## config.mk

```make
export PLATFORM = sky130hd
export DESIGN_NAME = mii_tx_rx_latency
export DESIGN_NICKNAME = d
export VERILOG_FILES = /design/src/hdl/mii_lat_pkg.sv /design/src/hdl/code_4b5b.sv /design/src/hdl/mii_tx_rx_latency.sv
export VERILOG_INCLUDE_DIRS = /design/src /design/src/hdl
export SDC_FILE = /design/constraint.sdc
export NUM_CORES = 1
export LEC_CHECK = 0
export ABC_AREA = 1
export BUFFER_PORTS_ARGS = -buffer_cell sky130_fd_sc_hd__clkbuf_2
export CAP_MARGIN = 10
export CORE_UTILIZATION = 55
export CTS_CLUSTER_DIAMETER = 200
export DETAILED_ROUTE_END_ITERATION = 8
export HOLD_SLACK_MARGIN = 0.02
export PLACE_DENSITY = 0.82
export SLEW_MARGIN = 40
export SYNTH_ARGS = -nofsm -noshare
export SYNTH_HDL_FRONTEND = slang
export SYNTH_SLANG_ARGS = --single-unit
```

## constraint.sdc

```tcl
create_clock -name clk -period 1.7 [get_ports clk]
set_clock_uncertainty 0.2 [all_clocks]
set_input_delay 0.17 -clock clk [delete_from_list [all_inputs] [get_ports clk]]
set_output_delay 0.17 -clock clk [all_outputs]
set_load 0.01 [all_outputs]
```

## src/hdl/mii_lat_cfg.svh

```systemverilog
// constants for the media independent interface latency datapath
// Functional notes
// - crs rises about four bit times after tx_en is seen high
// - crs falls about four bit times after tx_en low, unless receiving
// - encoded transmit symbols reach the line about seven bit times after tx_en
// - first receive nibble follows crs within one to three bit times
// - start-of-stream delimiter raises crs after about 140 ns
// - end-of-stream delimiter drops crs after about 170 ns
// - rxd, rx_er, rx_dv change away from the rising edge of rxc
`ifndef MII_LAT_CFG_SVH
`define MII_LAT_CFG_SVH

// ---------------------------------------------------------------
// timing
// ---------------------------------------------------------------
`define CLK_PERIOD_NS 100
`define BIT_TIME_NS 10
`define TX_CRS_BT 4
`define TX_LAT_BT 7
`define SSD_CRS_NS 140
`define ESD_CRS_NS 170
// least time, rounded up to whole cycles, never below one
`define NS_TO_CYC(ns) \
   ((((ns) + `CLK_PERIOD_NS - 1) / `CLK_PERIOD_NS) < 1 ? 1 : \
    (((ns) + `CLK_PERIOD_NS - 1) / `CLK_PERIOD_NS))
`define TX_CRS_CYC `NS_TO_CYC(`TX_CRS_BT * `BIT_TIME_NS)
`define TX_LAT_CYC `NS_TO_CYC(`TX_LAT_BT * `BIT_TIME_NS)
`define SSD_CRS_CYC `NS_TO_CYC(`SSD_CRS_NS)
`define ESD_CRS_CYC `NS_TO_CYC(`ESD_CRS_NS)
// link clock: eight system cycles per period, four per half
`define LINK_HALF_CYC 4

// ---------------------------------------------------------------
// line code groups
// ---------------------------------------------------------------
`define CODE_IDLE 5'h1F
`define CODE_J 5'h18
`define CODE_K 5'h11
`define CODE_T 5'h0D
`define CODE_R 5'h07
`define CODE_H 5'h04

`endif

```

## src/hdl/mii_lat_pkg.sv

```systemverilog
// types shared by the mii latency datapath
package mii_lat_pkg;
   typedef struct packed {
      logic en;
      logic er;
      logic [3:0] d;
   } mii_tx_s;
   typedef struct packed {
      logic dv;
      logic er;
      logic [3:0] d;
   } mii_rx_s;
   typedef enum logic [1:0] {
      RX_IDLE,
      RX_GOT_J,
      RX_DATA
   } rx_state_e;
endpackage

```

## src/hdl/code_4b5b.sv

```systemverilog
// 4b/5b encoder and decoder
`timescale 1ns/1ps
`include "mii_lat_cfg.svh"
module code_4b5b (
   // encoder
   input wire logic [3:0] enc_nib,
   output logic [4:0] enc_code,
   // decoder
   input wire logic [4:0] dec_code,
   output logic [3:0] dec_nib,
   output logic dec_ok
);
   always_comb begin
      case (enc_nib)
         4'h0: enc_code = 5'h1E;
         4'h1: enc_code = 5'h09;
         4'h2: enc_code = 5'h14;
         4'h3: enc_code = 5'h15;
         4'h4: enc_code = 5'h0A;
         4'h5: enc_code = 5'h0B;
         4'h6: enc_code = 5'h0E;
         4'h7: enc_code = 5'h0F;
         4'h8: enc_code = 5'h12;
         4'h9: enc_code = 5'h13;
         4'hA: enc_code = 5'h16;
         4'hB: enc_code = 5'h17;
         4'hC: enc_code = 5'h1A;
         4'hD: enc_code = 5'h1B;
         4'hE: enc_code = 5'h1C;
         default: enc_code = 5'h1D;
      endcase
   end

   always_comb begin
      dec_ok = 1'b1;
      case (dec_code)
         5'h1E: dec_nib = 4'h0;
         5'h09: dec_nib = 4'h1;
         5'h14: dec_nib = 4'h2;
         5'h15: dec_nib = 4'h3;
         5'h0A: dec_nib = 4'h4;
         5'h0B: dec_nib = 4'h5;
         5'h0E: dec_nib = 4'h6;
         5'h0F: dec_nib = 4'h7;
         5'h12: dec_nib = 4'h8;
         5'h13: dec_nib = 4'h9;
         5'h16: dec_nib = 4'hA;
         5'h17: dec_nib = 4'hB;
         5'h1A: dec_nib = 4'hC;
         5'h1B: dec_nib = 4'hD;
         5'h1C: dec_nib = 4'hE;
         5'h1D: dec_nib = 4'hF;
         default: begin
            dec_nib = 4'h0;
            dec_ok = 1'b0;
         end
      endcase
   end
endmodule

```

## src/hdl/mii_tx_rx_latency.sv

```systemverilog
// mii 100 Mbit/s transmit and receive datapath with carrier sense timing
`timescale 1ns/1ps
`include "mii_lat_cfg.svh"
module mii_tx_rx_latency
   import mii_lat_pkg::*;
(
   // clock and reset
   input wire logic clk,
   input wire logic arst_n,
   // mii clocks made by this device
   output logic txc,
   output logic rxc,
   // mii transmit pins from the mac
   input wire logic tx_en,
   input wire logic tx_er,
   input wire logic [3:0] txd,
   // mii receive pins to the mac
   output logic rx_dv,
   output logic rx_er,
   output logic [3:0] rxd,
   output logic crs,
   // line side, symbol interface of the analog front end
   output logic [4:0] line_tx_code,
   output logic line_tx_active,
   input wire logic [4:0] line_rx_code,
   input wire logic line_rx_stb
);
   // ---------------------------------------------------------------
   // link clock divider
   // ---------------------------------------------------------------
   logic [2:0] div_reg;
   logic link_clk_reg;
   logic rise_reg;
   logic rise_d_reg;
   logic fall_reg;

   always_ff @(posedge clk or negedge arst_n) begin
      if (!arst_n) begin
         div_reg <= 3'h0;
         link_clk_reg <= 1'b0;
         rise_reg <= 1'b0;
         fall_reg <= 1'b0;
      end else begin
         rise_reg <= 1'b0;
         fall_reg <= 1'b0;
         if (div_reg == 3'(`LINK_HALF_CYC - 1)) begin
            div_reg <= 3'h0;
            link_clk_reg <= ~link_clk_reg;
            rise_reg <= ~link_clk_reg;
            fall_reg <= link_clk_reg;
         end else begin
            div_reg <= div_reg + 3'h1;
         end
      end
   end

   always_ff @(posedge clk or negedge arst_n) begin
      if (!arst_n) begin
         rise_d_reg <= 1'b0;
      end else begin
         rise_d_reg <= rise_reg;
      end
   end

   assign txc = link_clk_reg;
   assign rxc = link_clk_reg;

   // ---------------------------------------------------------------
   // transmit pin capture
   // ---------------------------------------------------------------
   mii_tx_s tx_meta_reg;
   mii_tx_s tx_sync_reg;
   mii_tx_s tx_smp_reg;

   always_ff @(posedge clk or negedge arst_n) begin
      if (!arst_n) begin
         tx_meta_reg <= '0;
         tx_sync_reg <= '0;
      end else begin
         tx_meta_reg <= '{en: tx_en, er: tx_er, d: txd};
         tx_sync_reg <= tx_meta_reg;
      end
   end

   // the pins held at the rising txc edge reach the second stage two
   // cycles later; taking them then is what a zero hold time allows
   always_ff @(posedge clk or negedge arst_n) begin
      if (!arst_n) begin
         tx_smp_reg <= '0;
      end else if (rise_d_reg) begin
         tx_smp_reg <= tx_sync_reg;
      end
   end

   // ---------------------------------------------------------------
   // transmit latency to the line and transmit carrier sense
   // ---------------------------------------------------------------
   logic [4:0] enc_code;
   logic [3:0] dec_nib;
   logic dec_ok;

   code_4b5b u_code (
      .enc_nib(tx_smp_reg.d),
      .enc_code(enc_code),
      .dec_code(line_rx_code),
      .dec_nib(dec_nib),
      .dec_ok(dec_ok)
   );

   // bit_time latencies all fall below one system cycle, so each
   // becomes a single-cycle delay stage
   logic [`TX_LAT_CYC-1:0] tx_act_pipe;
   logic [`TX_CRS_CYC-1:0] tx_crs_pipe;
   logic [4:0] tx_code_reg;

   always_ff @(posedge clk or negedge arst_n) begin
      if (!arst_n) begin
         tx_act_pipe <= '0;
         tx_code_reg <= `CODE_IDLE;
      end else begin
         tx_act_pipe <= `TX_LAT_CYC'({tx_act_pipe, tx_smp_reg.en});
         if (!tx_smp_reg.en) begin
            tx_code_reg <= `CODE_IDLE;
         end else if (tx_smp_reg.er) begin
            tx_code_reg <= `CODE_H;
         end else begin
            tx_code_reg <= enc_code;
         end
      end
   end

   always_ff @(posedge clk or negedge arst_n) begin
      if (!arst_n) begin
         tx_crs_pipe <= '0;
      end else begin
         tx_crs_pipe <= `TX_CRS_CYC'({tx_crs_pipe, tx_smp_reg.en});
      end
   end

   assign line_tx_code = tx_code_reg;
   assign line_tx_active = tx_act_pipe[`TX_LAT_CYC-1];

   // ---------------------------------------------------------------
   // receive delimiter detection
   // ---------------------------------------------------------------
   rx_state_e rx_state_reg;
   logic [3:0] rx_nib_reg;
   logic rx_nib_pend_reg;
   logic rx_nib_err_reg;

   always_ff @(posedge clk or negedge arst_n) begin
      if (!arst_n) begin
         rx_state_reg <= RX_IDLE;
      end else if (line_rx_stb) begin
         case (rx_state_reg)
            RX_IDLE: begin
               if (line_rx_code == `CODE_J) begin
                  rx_state_reg <= RX_GOT_J;
               end
            end
            RX_GOT_J: begin
               if (line_rx_code == `CODE_K) begin
                  rx_state_reg <= RX_DATA;
               end else begin
                  rx_state_reg <= RX_IDLE;
               end
            end
            RX_DATA: begin
               if (line_rx_code == `CODE_T ||
                   line_rx_code == `CODE_IDLE) begin
                  rx_state_reg <= RX_IDLE;
               end
            end
            default: rx_state_reg <= RX_IDLE;
         endcase
      end
   end

   // decoded nibbles wait here for the next falling rxc edge; a newer
   // symbol overwrites an unsent one, as the line and mii rates match
   always_ff @(posedge clk or negedge arst_n) begin
      if (!arst_n) begin
         rx_nib_reg <= 4'h0;
         rx_nib_pend_reg <= 1'b0;
         rx_nib_err_reg <= 1'b0;
      end else if (line_rx_stb && rx_state_reg == RX_DATA &&
                   line_rx_code != `CODE_T &&
                   line_rx_code != `CODE_IDLE) begin
         rx_nib_reg <= dec_nib;
         rx_nib_pend_reg <= 1'b1;
         rx_nib_err_reg <= ~dec_ok;
      end else if (fall_reg) begin
         rx_nib_pend_reg <= 1'b0;
      end
   end

   // ---------------------------------------------------------------
   // receive carrier sense timer
   // ---------------------------------------------------------------
   logic [1:0] rx_tmr_reg;
   logic rx_tmr_on_reg;
   logic rx_crs_reg;

   always_ff @(posedge clk or negedge arst_n) begin
      if (!arst_n) begin
         rx_tmr_reg <= 2'h0;
         rx_tmr_on_reg <= 1'b0;
         rx_crs_reg <= 1'b0;
      end else if (line_rx_stb && rx_state_reg == RX_GOT_J &&
                   line_rx_code == `CODE_K) begin
         rx_tmr_reg <= 2'(`SSD_CRS_CYC);
         rx_tmr_on_reg <= 1'b1;
      end else if (line_rx_stb && rx_state_reg == RX_DATA &&
                   (line_rx_code == `CODE_T ||
                    line_rx_code == `CODE_IDLE)) begin
         rx_tmr_reg <= 2'(`ESD_CRS_CYC);
         rx_tmr_on_reg <= 1'b0;
      end else if (rx_tmr_reg != 2'h0) begin
         rx_tmr_reg <= rx_tmr_reg - 2'h1;
         if (rx_tmr_reg == 2'h1) begin
            rx_crs_reg <= rx_tmr_on_reg;
         end
      end
   end

   // receive activity holds crs up after transmit ends
   always_ff @(posedge clk or negedge arst_n) begin
      if (!arst_n) begin
         crs <= 1'b0;
      end else begin
         crs <= tx_crs_pipe[`TX_CRS_CYC-1] | rx_crs_reg;
      end
   end

   // ---------------------------------------------------------------
   // receive pins, moved on the falling rxc edge
   // ---------------------------------------------------------------
   mii_rx_s rx_out_reg;

   always_ff @(posedge clk or negedge arst_n) begin
      if (!arst_n) begin
         rx_out_reg <= '0;
      end else if (fall_reg) begin
         // a pending nibble goes out on a falling edge only while rx_crs_reg is set
         if (rx_nib_pend_reg && rx_crs_reg) begin
            rx_out_reg <= '{dv: 1'b1, er: rx_nib_err_reg,
                            d: rx_nib_reg};
         end else begin
            rx_out_reg <= '0;
         end
      end
   end

   assign rx_dv = rx_out_reg.dv;
   assign rx_er = rx_out_reg.er;
   assign rxd = rx_out_reg.d;
endmodule

```

==> results.yml, run 1 <==
run_status:
  outcome: "finished clean"
detailed_routing:
  dr_total_vias: 1431
  wl_per_cell_um: 11.5
  drt_iter0_drc: 66
  drt_wl_total_mm: 3.36
  route.detailed.drc: 0
  first_pass_iters: 4
  detail-route-antenna-nets: 0
  routed_via_density: 4.90
placed_design:
  portBuffers: 28
  hpwl_mm: 2.34
  globalplace.congestion: 0.748
final_layout:
  final_cell_mix: "dfrtp_1 (45), nand2_1 (37), inv_1 (33), clkbuf_2 (28), nor2_1 (15)"
  syn2layout_area_growth_pct: 19.5
  diodes: 0
  nets: 262
  utilization: 0.707
  drive_gt1_frac: 0.244
  layout_commonest_cell: "dfrtp_1"
logic_synthesis:
  yosysWarningCount: 0
  synthCells: 204
  synth_seq_cells: 50
  synth_flop_cell: "dfrtp_1"
  synth_edf_count: 0
  synthArstFlopShare: 1.00
  synthesis.area_mm2: 0.00204
  seq_area_frac_synth: 0.617
  synth_area_per_cell_um2: 9.99
  synth_fp_nets: 221
  synth_cell_types: 29
clock_tree:
  cts_root_buf: "clkbuf_8"
  cts.repair.resized: 0
  cts_tree: "yes"
  clock_sinks: 50
  clkLatencyLatePin_ns: 0.30
  post-cts-setup-buffers: 0
  cts_buffer_depth: 2
  h-tree-depth: 2
  clk_pin_slew_ns: 0.08
  cts_inserted_buffers: 5
power_and_ir_drop:
  powerDensity_mw_per_mm2: 1130
  leakagePower_nw: 1.28
  vdd_ir_drop_max_mv: 0.995
worst_hold_path:
  hp-class: "input port to register"
critical_path:
  path_max_fanout: 5
  cp_slowest_cell: "dlygate4sd3_1"
  cp.arrival_ns: 1.38
  worstPathRequired_ns: 1.69
  critPathKind: "input port to register"
  endpoint_kind: "register"
  path_cells: "dlygate4sd3_1, clkbuf_2, inv_1, nor2_8, nand3_2, nand4_1, nand2_1"
  start_kind: "input port"
  cpPeakStageDelay_ns: 0.52
floorplanning:
  core_mm2: 0.00344
  row_count: 21
  die_area_mm2: 0.00395
  dieHeight_um: 62.9
  io_pins: 29
  start_util: 0.592
  die_x_um: 62.9
global_routing:
  grt_max_degree: 34
  grt_pass1_wl_mm: 5.87
  grt_pass1_vias: 1345
  grt_overflow: 0
  antenna_found_initial: 0
  grt.total_usage: 0.196
sta:
  hold_viol_final: 0
  tightest_slew_ns: 0.463
  setup_viol_count_final: 0
  period_needed_ns: 1.39
  setup_total_negative_slack_ns: 0
  timing.fmax_ghz: 0.721
  slew_violations: 0
  finalCritPeriodShare: 0.816
  rsz0062_at_grt: "false"
  maxSlewHeadroom: 0.691
job:
  max-cap-violations: 0
## final timing paths
check                           cells past startpoint  slack, ns                   endpoint                 startpoint
max in group asynchronous                           3       0.63  rx_nib_reg[0]$_DFFE_PN0P_                     arst_n
min in group asynchronous                           2       0.15  tx_smp_reg[4]$_DFFE_PN0P_                     arst_n
worst min register to register                      0       0.15   tx_sync_reg[2]$_DFF_PN0_   tx_meta_reg[2]$_DFF_PN0_
worst max-delay path                                7       0.31     rx_crs_reg$_DFFE_PN0P_                line_rx_stb
worst max register to register                      6       0.33     rx_crs_reg$_DFFE_PN0P_  rx_tmr_reg[0]$_DFFE_PN0P_
worst min-delay path                                4       0.11  rx_nib_reg[2]$_DFFE_PN0P_            line_rx_code[2]
## synthesized netlist by cell type, types with 4 or more instances
cell type / number / area share
nand4_1: 4 / 0.012
a21oi_1: 5 / 0.012
o21ai_0: 11 / 0.027
dfrtp_1: 45 / 0.55
nand3_1: 12 / 0.029
o22ai_1: 5 / 0.015
nor2_1: 15 / 0.028
inv_1: 33 / 0.061
nand2_1: 37 / 0.068
dfstp_2: 5 / 0.064
## through the flow
stage,std cells,cell area [µm²],setup WS [ns],hold WS (ns),power (mW)
6_report,292,2430,0.314,0.112,2.75
5_1_grt,292,2430,0.258,0.128,2.92
4_1_cts,292,2430,0.327,0.103,2.78
3_5_place_dp,276,2230,0.350,-0.0623,1.91
3_3_place_gp,276,2230,0.418,-0.0604,1.87
2_1_floorplan,204,2040,0.449,-0.326,1.76
## where the power goes
group / total, mW / switching [mW] / internal (mW) / leakage, nW
combinational: 0.470 / 0.272 / 0.198 / 0.601
sequential: 1.43 / 0.0811 / 1.35 / 0.614
clock: 0.853 / 0.369 / 0.484 / 0.0618
total: 2.75 / 0.722 / 2.03 / 1.28
## what timing repair did
action                                  CTS  global route
hold buffers                              8             0
endpoints found under the setup margin    0             0
endpoints found under the hold margin    58             0
## kinds of logic after synthesis
kind of cell,after synthesis,share of synthesized area
XOR/XNOR,2,0.00860
buffers and inverters,40,0.0804
multiplexers,1,0.00552
AO/OA/AOI/OAI,26,0.0700
flip-flops,50,0.617
AND/OR/NAND/NOR,82,0.200
adder cells (fa/ha/maj),3,0.0184
## worst max-delay path, delay by kind of cell
family,cells,cell delay [ns]
buf+inv,3,0.77
simple gates,4,0.45
## layout make-up
| class | count | area [µm²] |
|---|---|---|
| fillers | 259 | 1010 |
| clock inverters | 2 | 38.8 |
| well taps | 46 | 57.6 |
| repair buffers | 37 | 240 |
| clock buffers | 6 | 82.6 |
| flip-flops and latches | 50 | 1260 |
| multi-input cells | 114 | 617 |
| inverters | 37 | 141 |
## per-layer routing
layer	wire, µm	share of wire	GRT usage
met2	1610	0.48	0.316
met4	62	0.018	0.0930
met5	0	0	0
met1	1530	0.46	0.249
met3	152	0.045	0.0456
(Power assumes the default switching activity.)
==> inputs of run 2 (changes only) <==
- clock period: 1.7 -> 1.36 ns (I/O delays scaled with it)
==> results.yml, run 2 (synthesized netlist as in run 1, its figures left out) <==
run_status:
  outcome: "finished clean"
floorplanning:
  io_pins: 29
  start_util: 0.592
  die_x_um: 62.9
  core_mm2: 0.00344
  die_area_mm2: 0.00395
  row_count: 21
  dieHeight_um: 62.9
detailed_routing:
  route.detailed.drc: 0
  detail-route-antenna-nets: 0
  drt_iter0_drc: 77
  drt_wl_total_mm: 3.46
  wl_per_cell_um: 11.7
  first_pass_iters: 4
  routed_via_density: 5.04
  dr_total_vias: 1486
global_routing:
  antenna_found_initial: 0
  grt.total_usage: 0.205
  grt_pass1_wl_mm: 6.24
  grt_max_degree: 51
  grt_overflow: 0
  grt_pass1_vias: 1490
clock_tree:
  clkLatencyLatePin_ns: 0.30
  clk_pin_slew_ns: 0.08
  cts_inserted_buffers: 5
  cts_root_buf: "clkbuf_8"
  cts_buffer_depth: 2
  clock_sinks: 50
  cts_tree: "yes"
  h-tree-depth: 2
placed_design:
  portBuffers: 28
  hpwl_mm: 2.48
  globalplace.congestion: 0.755
  placed_cells: 278
power_and_ir_drop:
  switching_share: 0.281
  p_total_mw: 3.32
  powerDensity_mw_per_mm2: 1340
  vdd_ir_drop_max_mv: 0.867
  leakagePower_nw: 1.28
  clkPwrFrac: 0.269
  p_comb_frac: 0.193
  power.internal_mw: 2.38
  switching_power_mw: 0.933
  seqPwrFrac: 0.538
sta:
  setup_viol_count_final: 0
  slew_violations: 0
  timing.fmax_ghz: 0.777
  setup_total_negative_slack_ns: 0
  maxSlewHeadroom: 0.800
  tightest_slew_ns: 0.297
  hold_viol_final: 0
  finalCritPeriodShare: 0.946
  period_needed_ns: 1.29
critical_path:
  worstPathRequired_ns: 1.36
  path_max_fanout: 6
  endpoint_kind: "register"
  critPathKind: "input port to register"
  cp.arrival_ns: 1.28
  start_kind: "input port"
job:
  max-cap-violations: 0
final_layout:
  nets: 265
  fin_cells: 295
  drive_gt1_frac: 0.277
  layout_commonest_cell: "dfrtp_1"
  fill_cells: 263
  final_cell_mix: "dfrtp_1 (45), nand2_1 (36), inv_1 (32), clkbuf_2 (27), nor2_1 (13)"
  syn2layout_area_growth_pct: 21.1
  diodes: 0
  utilization: 0.717
worst_hold_path:
  hp-class: "input port to register"
-- run 2: cell types whose count changed in the layout (fill, tap and decap cells not counted), moves of 2 or more --
cell,before,now
nor2_2,3,5
buf_4,0,3
clkinv_4,0,2
nor2_1,15,13
-- run 2: final cells by class --
type                       count  area [µm²]  share of cell area
timing repair buffer          40         263               0.106
clock buffer                   6        82.6              0.0335
sequential                    50        1260               0.510
clock inverter                 2        17.5             0.00710
inverter                      37         141              0.0573
multi-input combinational    114         648               0.263
tap                           46        57.6              0.0233
-- run 2: per-stage QoR --
| step | cell area, µm² | hold slack, ns | worst slack [ns] |
|---|---|---|---|
| after floorplan | 2040 | -0.360 | 0.109 |
| after global placement | 2250 | -0.0573 | 0.0802 |
| after detailed placement | 2250 | -0.0455 | 0.00154 |
| after CTS | 2430 | 0.0369 | 0.00618 |
| after global routing | 2470 | 0.116 | -0.0118 |
| final | 2470 | 0.0478 | 0.0735 |
-- run 2: worst max-delay path: stages --
cell and delay, ns:
dlygate4sd3_1 0.52, buf_2 0.15, nand2_1 0.06, inv_1 0.09, nand4_4 0.15, nand4_1 0.12
nand2_1 0.05
-- run 2: final timing paths --
kind	from	to	slack (ns)	cells after the start
max in group asynchronous	arst_n	line_tx_code[3]$_DFF_PN1_	0.54	3
hold reg to reg	tx_meta_reg[5]$_DFF_PN0_	tx_sync_reg[5]$_DFF_PN0_	0.15	0
min in group asynchronous	arst_n	tx_smp_reg[4]$_DFFE_PN0P_	0.16	3
setup / recovery	line_rx_stb	rx_crs_reg$_DFFE_PN0P_	0.07	7
setup reg to reg	rx_state_reg[0]$_DFFE_PN0P_	rx_nib_reg[2]$_DFFE_PN0P_	0.08	7
hold / removal	line_rx_code[4]	rx_nib_reg[1]$_DFFE_PN0P_	0.05	5
-- run 2: what timing repair did --
item,in CTS,in global routing
setup buffers,0,1
hold buffers,8,0
pin swaps,0,0
endpoints found under the setup margin,1,8
resized for setup,1,8
hold endpoints to repair,58,0
-- run 2: layer usage --
metal  wire [µm]  GRT usage  up-vias
met5           0          0        -
li1            -          -      735
met3         119     0.0401       12
met2        1740      0.336       35
met1        1500      0.257      704
met4         105      0.108        0
-- run 2: power groups by stage --
stage          clock, mW  combinational [mW]  sequential (mW)
4_1_cts            0.920               0.594             1.79
5_1_grt            0.986               0.748             1.81
3_5_place_dp           0               0.559             1.82
6_report           0.892               0.641             1.79
2_1_floorplan          0               0.391             1.81
3_3_place_gp           0               0.537             1.81
==> inputs of run 3 (changes only) <==
- GPL_TIMING_DRIVEN: default -> 0
- clock period: 1.36 -> 1.4 ns (I/O delays scaled with it)
==> results.yml, run 3 (synthesized netlist as in run 1, its figures left out) <==
final_layout:
  final_cell_mix: "dfrtp_1 (45), nand2_1 (36), inv_1 (33), clkbuf_2 (25), nor2_1 (14)"
  utilization: 0.706
  diodes: 0
  layout_commonest_cell: "dfrtp_1"
  fin_cells: 295
  nets: 265
  drive_gt1_frac: 0.253
  final_area_mm2: 0.00243
  syn2layout_area_growth_pct: 19.2
placed_design:
  hpwl_mm: 2.31
  globalplace.congestion: 0.793
  portBuffers: 27
  placed_cells: 277
  place_area_mm2: 0.00223
floorplanning:
  core_mm2: 0.00344
  start_util: 0.592
  io_pins: 29
  die_area_mm2: 0.00395
  dieHeight_um: 62.9
  die_x_um: 62.9
  row_count: 21
detailed_routing:
  drt_wl_total_mm: 3.32
  dr_total_vias: 1434
  detail-route-antenna-nets: 0
  route.detailed.drc: 0
  wl_per_cell_um: 11.2
  routed_via_density: 4.86
  first_pass_iters: 4
  drt_iter0_drc: 56
power_and_ir_drop:
  p_total_mw: 3.16
  clkPwrFrac: 0.256
  leakagePower_nw: 1.27
  p_comb_frac: 0.192
  vdd_ir_drop_max_mv: 0.828
  switching_share: 0.270
  power.internal_mw: 2.30
  switching_power_mw: 0.851
  powerDensity_mw_per_mm2: 1300
  seqPwrFrac: 0.551
critical_path:
  critPathKind: "input port to register"
  cp.arrival_ns: 1.38
  cpLargestDelayFamily: "buffers and inverters"
  endpoint_kind: "register"
  cp_slowest_cell: "dlygate4sd3_1"
  cpPeakStageDelay_ns: 0.56
  path_common_cell: "nand2_1"
  start_kind: "input port"
  path_cells: "buf_6, dlygate4sd3_1, nor2_2, nand4_2, nand3_1, nand2_1, nand2_1"
  path_buf_inv: 2
  worstPathRequired_ns: 1.43
  path_max_fanout: 8
clock_tree:
  cts_buffer_depth: 2
  cts_tree: "yes"
  h-tree-depth: 2
  clkLatencyLatePin_ns: 0.29
  clock_sinks: 50
  clk_pin_slew_ns: 0.08
  cts_inserted_buffers: 5
  cts_root_buf: "clkbuf_8"
sta:
  finalCritPeriodShare: 0.962
  timing.fmax_ghz: 0.743
  maxSlewHeadroom: 0.587
  period_needed_ns: 1.35
  tightest_slew_ns: 0.620
  slew_violations: 0
  setup_viol_count_final: 0
  rsz0062_at_grt: "true"
  whs_ns: 0.0416
  hold_viol_final: 0
global_routing:
  grt_max_degree: 51
  grt_overflow: 0
  grt.total_usage: 0.187
  antenna_found_initial: 0
  grt_pass1_wl_mm: 5.64
  grt_pass1_vias: 1358
job:
  max-cap-violations: 0
run_status:
  outcome: "finished clean"
worst_hold_path:
  hp-class: "input port to register"
-- run 3: changes by cell type in the layout (fill, tap and decap cells not counted), sizes merged --
cell	before	now
dlygate4sd3	8	9
buf	5	4
clkinv	2	1
clkbuf	33	34
-- run 3: worst paths after layout --
kind	startpoint	endpoint	slack, ns	cells after the start
min reg2reg	tx_meta_reg[2]$_DFF_PN0_	tx_sync_reg[2]$_DFF_PN0_	0.15	0
min in group asynchronous	arst_n	tx_meta_reg[1]$_DFF_PN0_	0.23	2
max	line_rx_code[1]	rx_crs_reg$_DFFE_PN0P_	0.05	7
min	line_rx_code[4]	rx_nib_reg[1]$_DFFE_PN0P_	0.04	5
max reg2reg	rx_tmr_reg[0]$_DFFE_PN0P_	rx_crs_reg$_DFFE_PN0P_	0.09	6
max in group asynchronous	arst_n	div_reg[1]$_DFF_PN0_	0.36	2
-- run 3: worst register-to-register path, delay by kind of cell (launching register included) --
kind / cells / cell delay (ns)
and+or+nand+nor: 4 / 0.34
DFF: 1 / 0.39
adders and majority gates: 1 / 0.21
buffers and inverters: 1 / 0.06
-- run 3: layer usage --
layer / vias up / track usage / wire length (µm)
met3: 5 / 0.0383 / 93
met2: 23 / 0.312 / 1680
met1: 683 / 0.233 / 1490
li1: 723 / - / -
met4: 0 / 0.0872 / 46
met5: - / 0 / 0
-- run 3: power by group through the flow --
stage	logic [mW]	clock network, mW	registers [mW]
after detailed placement	0.546	0	1.77
final	0.607	0.809	1.74
after global placement	0.514	0	1.76
after floorplan	0.380	0	1.76
after CTS	0.582	0.837	1.74
after global routing	0.696	0.887	1.76
-- run 3: final cells by class --
cell class,instances,area (µm²)
sequential,50,1260
fill,265,1010
multi-input combinational,114,624
timing repair buffer,37,235
inverter,37,141
clock buffer,7,86.3
tap,46,57.6
buffer,3,22.5
clock inverter,1,5.00
-- run 3: what timing repair did --
action,4_1_cts,5_1_grt
hold buffers,9,0
gates cloned,0,0
setup endpoints to repair,1,9
gates resized for setup,1,3
endpoints found under the hold margin,53,0
buffers inserted,0,1
pin swaps,0,0
-- run 3: stage by stage --
stage	worst slack, ns	TNS, ns
after CTS	0.0221	0
after global placement	0.0583	0
after floorplan	0.149	0
after global routing	-0.00688	-0.00688
after detailed placement	0.0392	0
final	0.0538	0
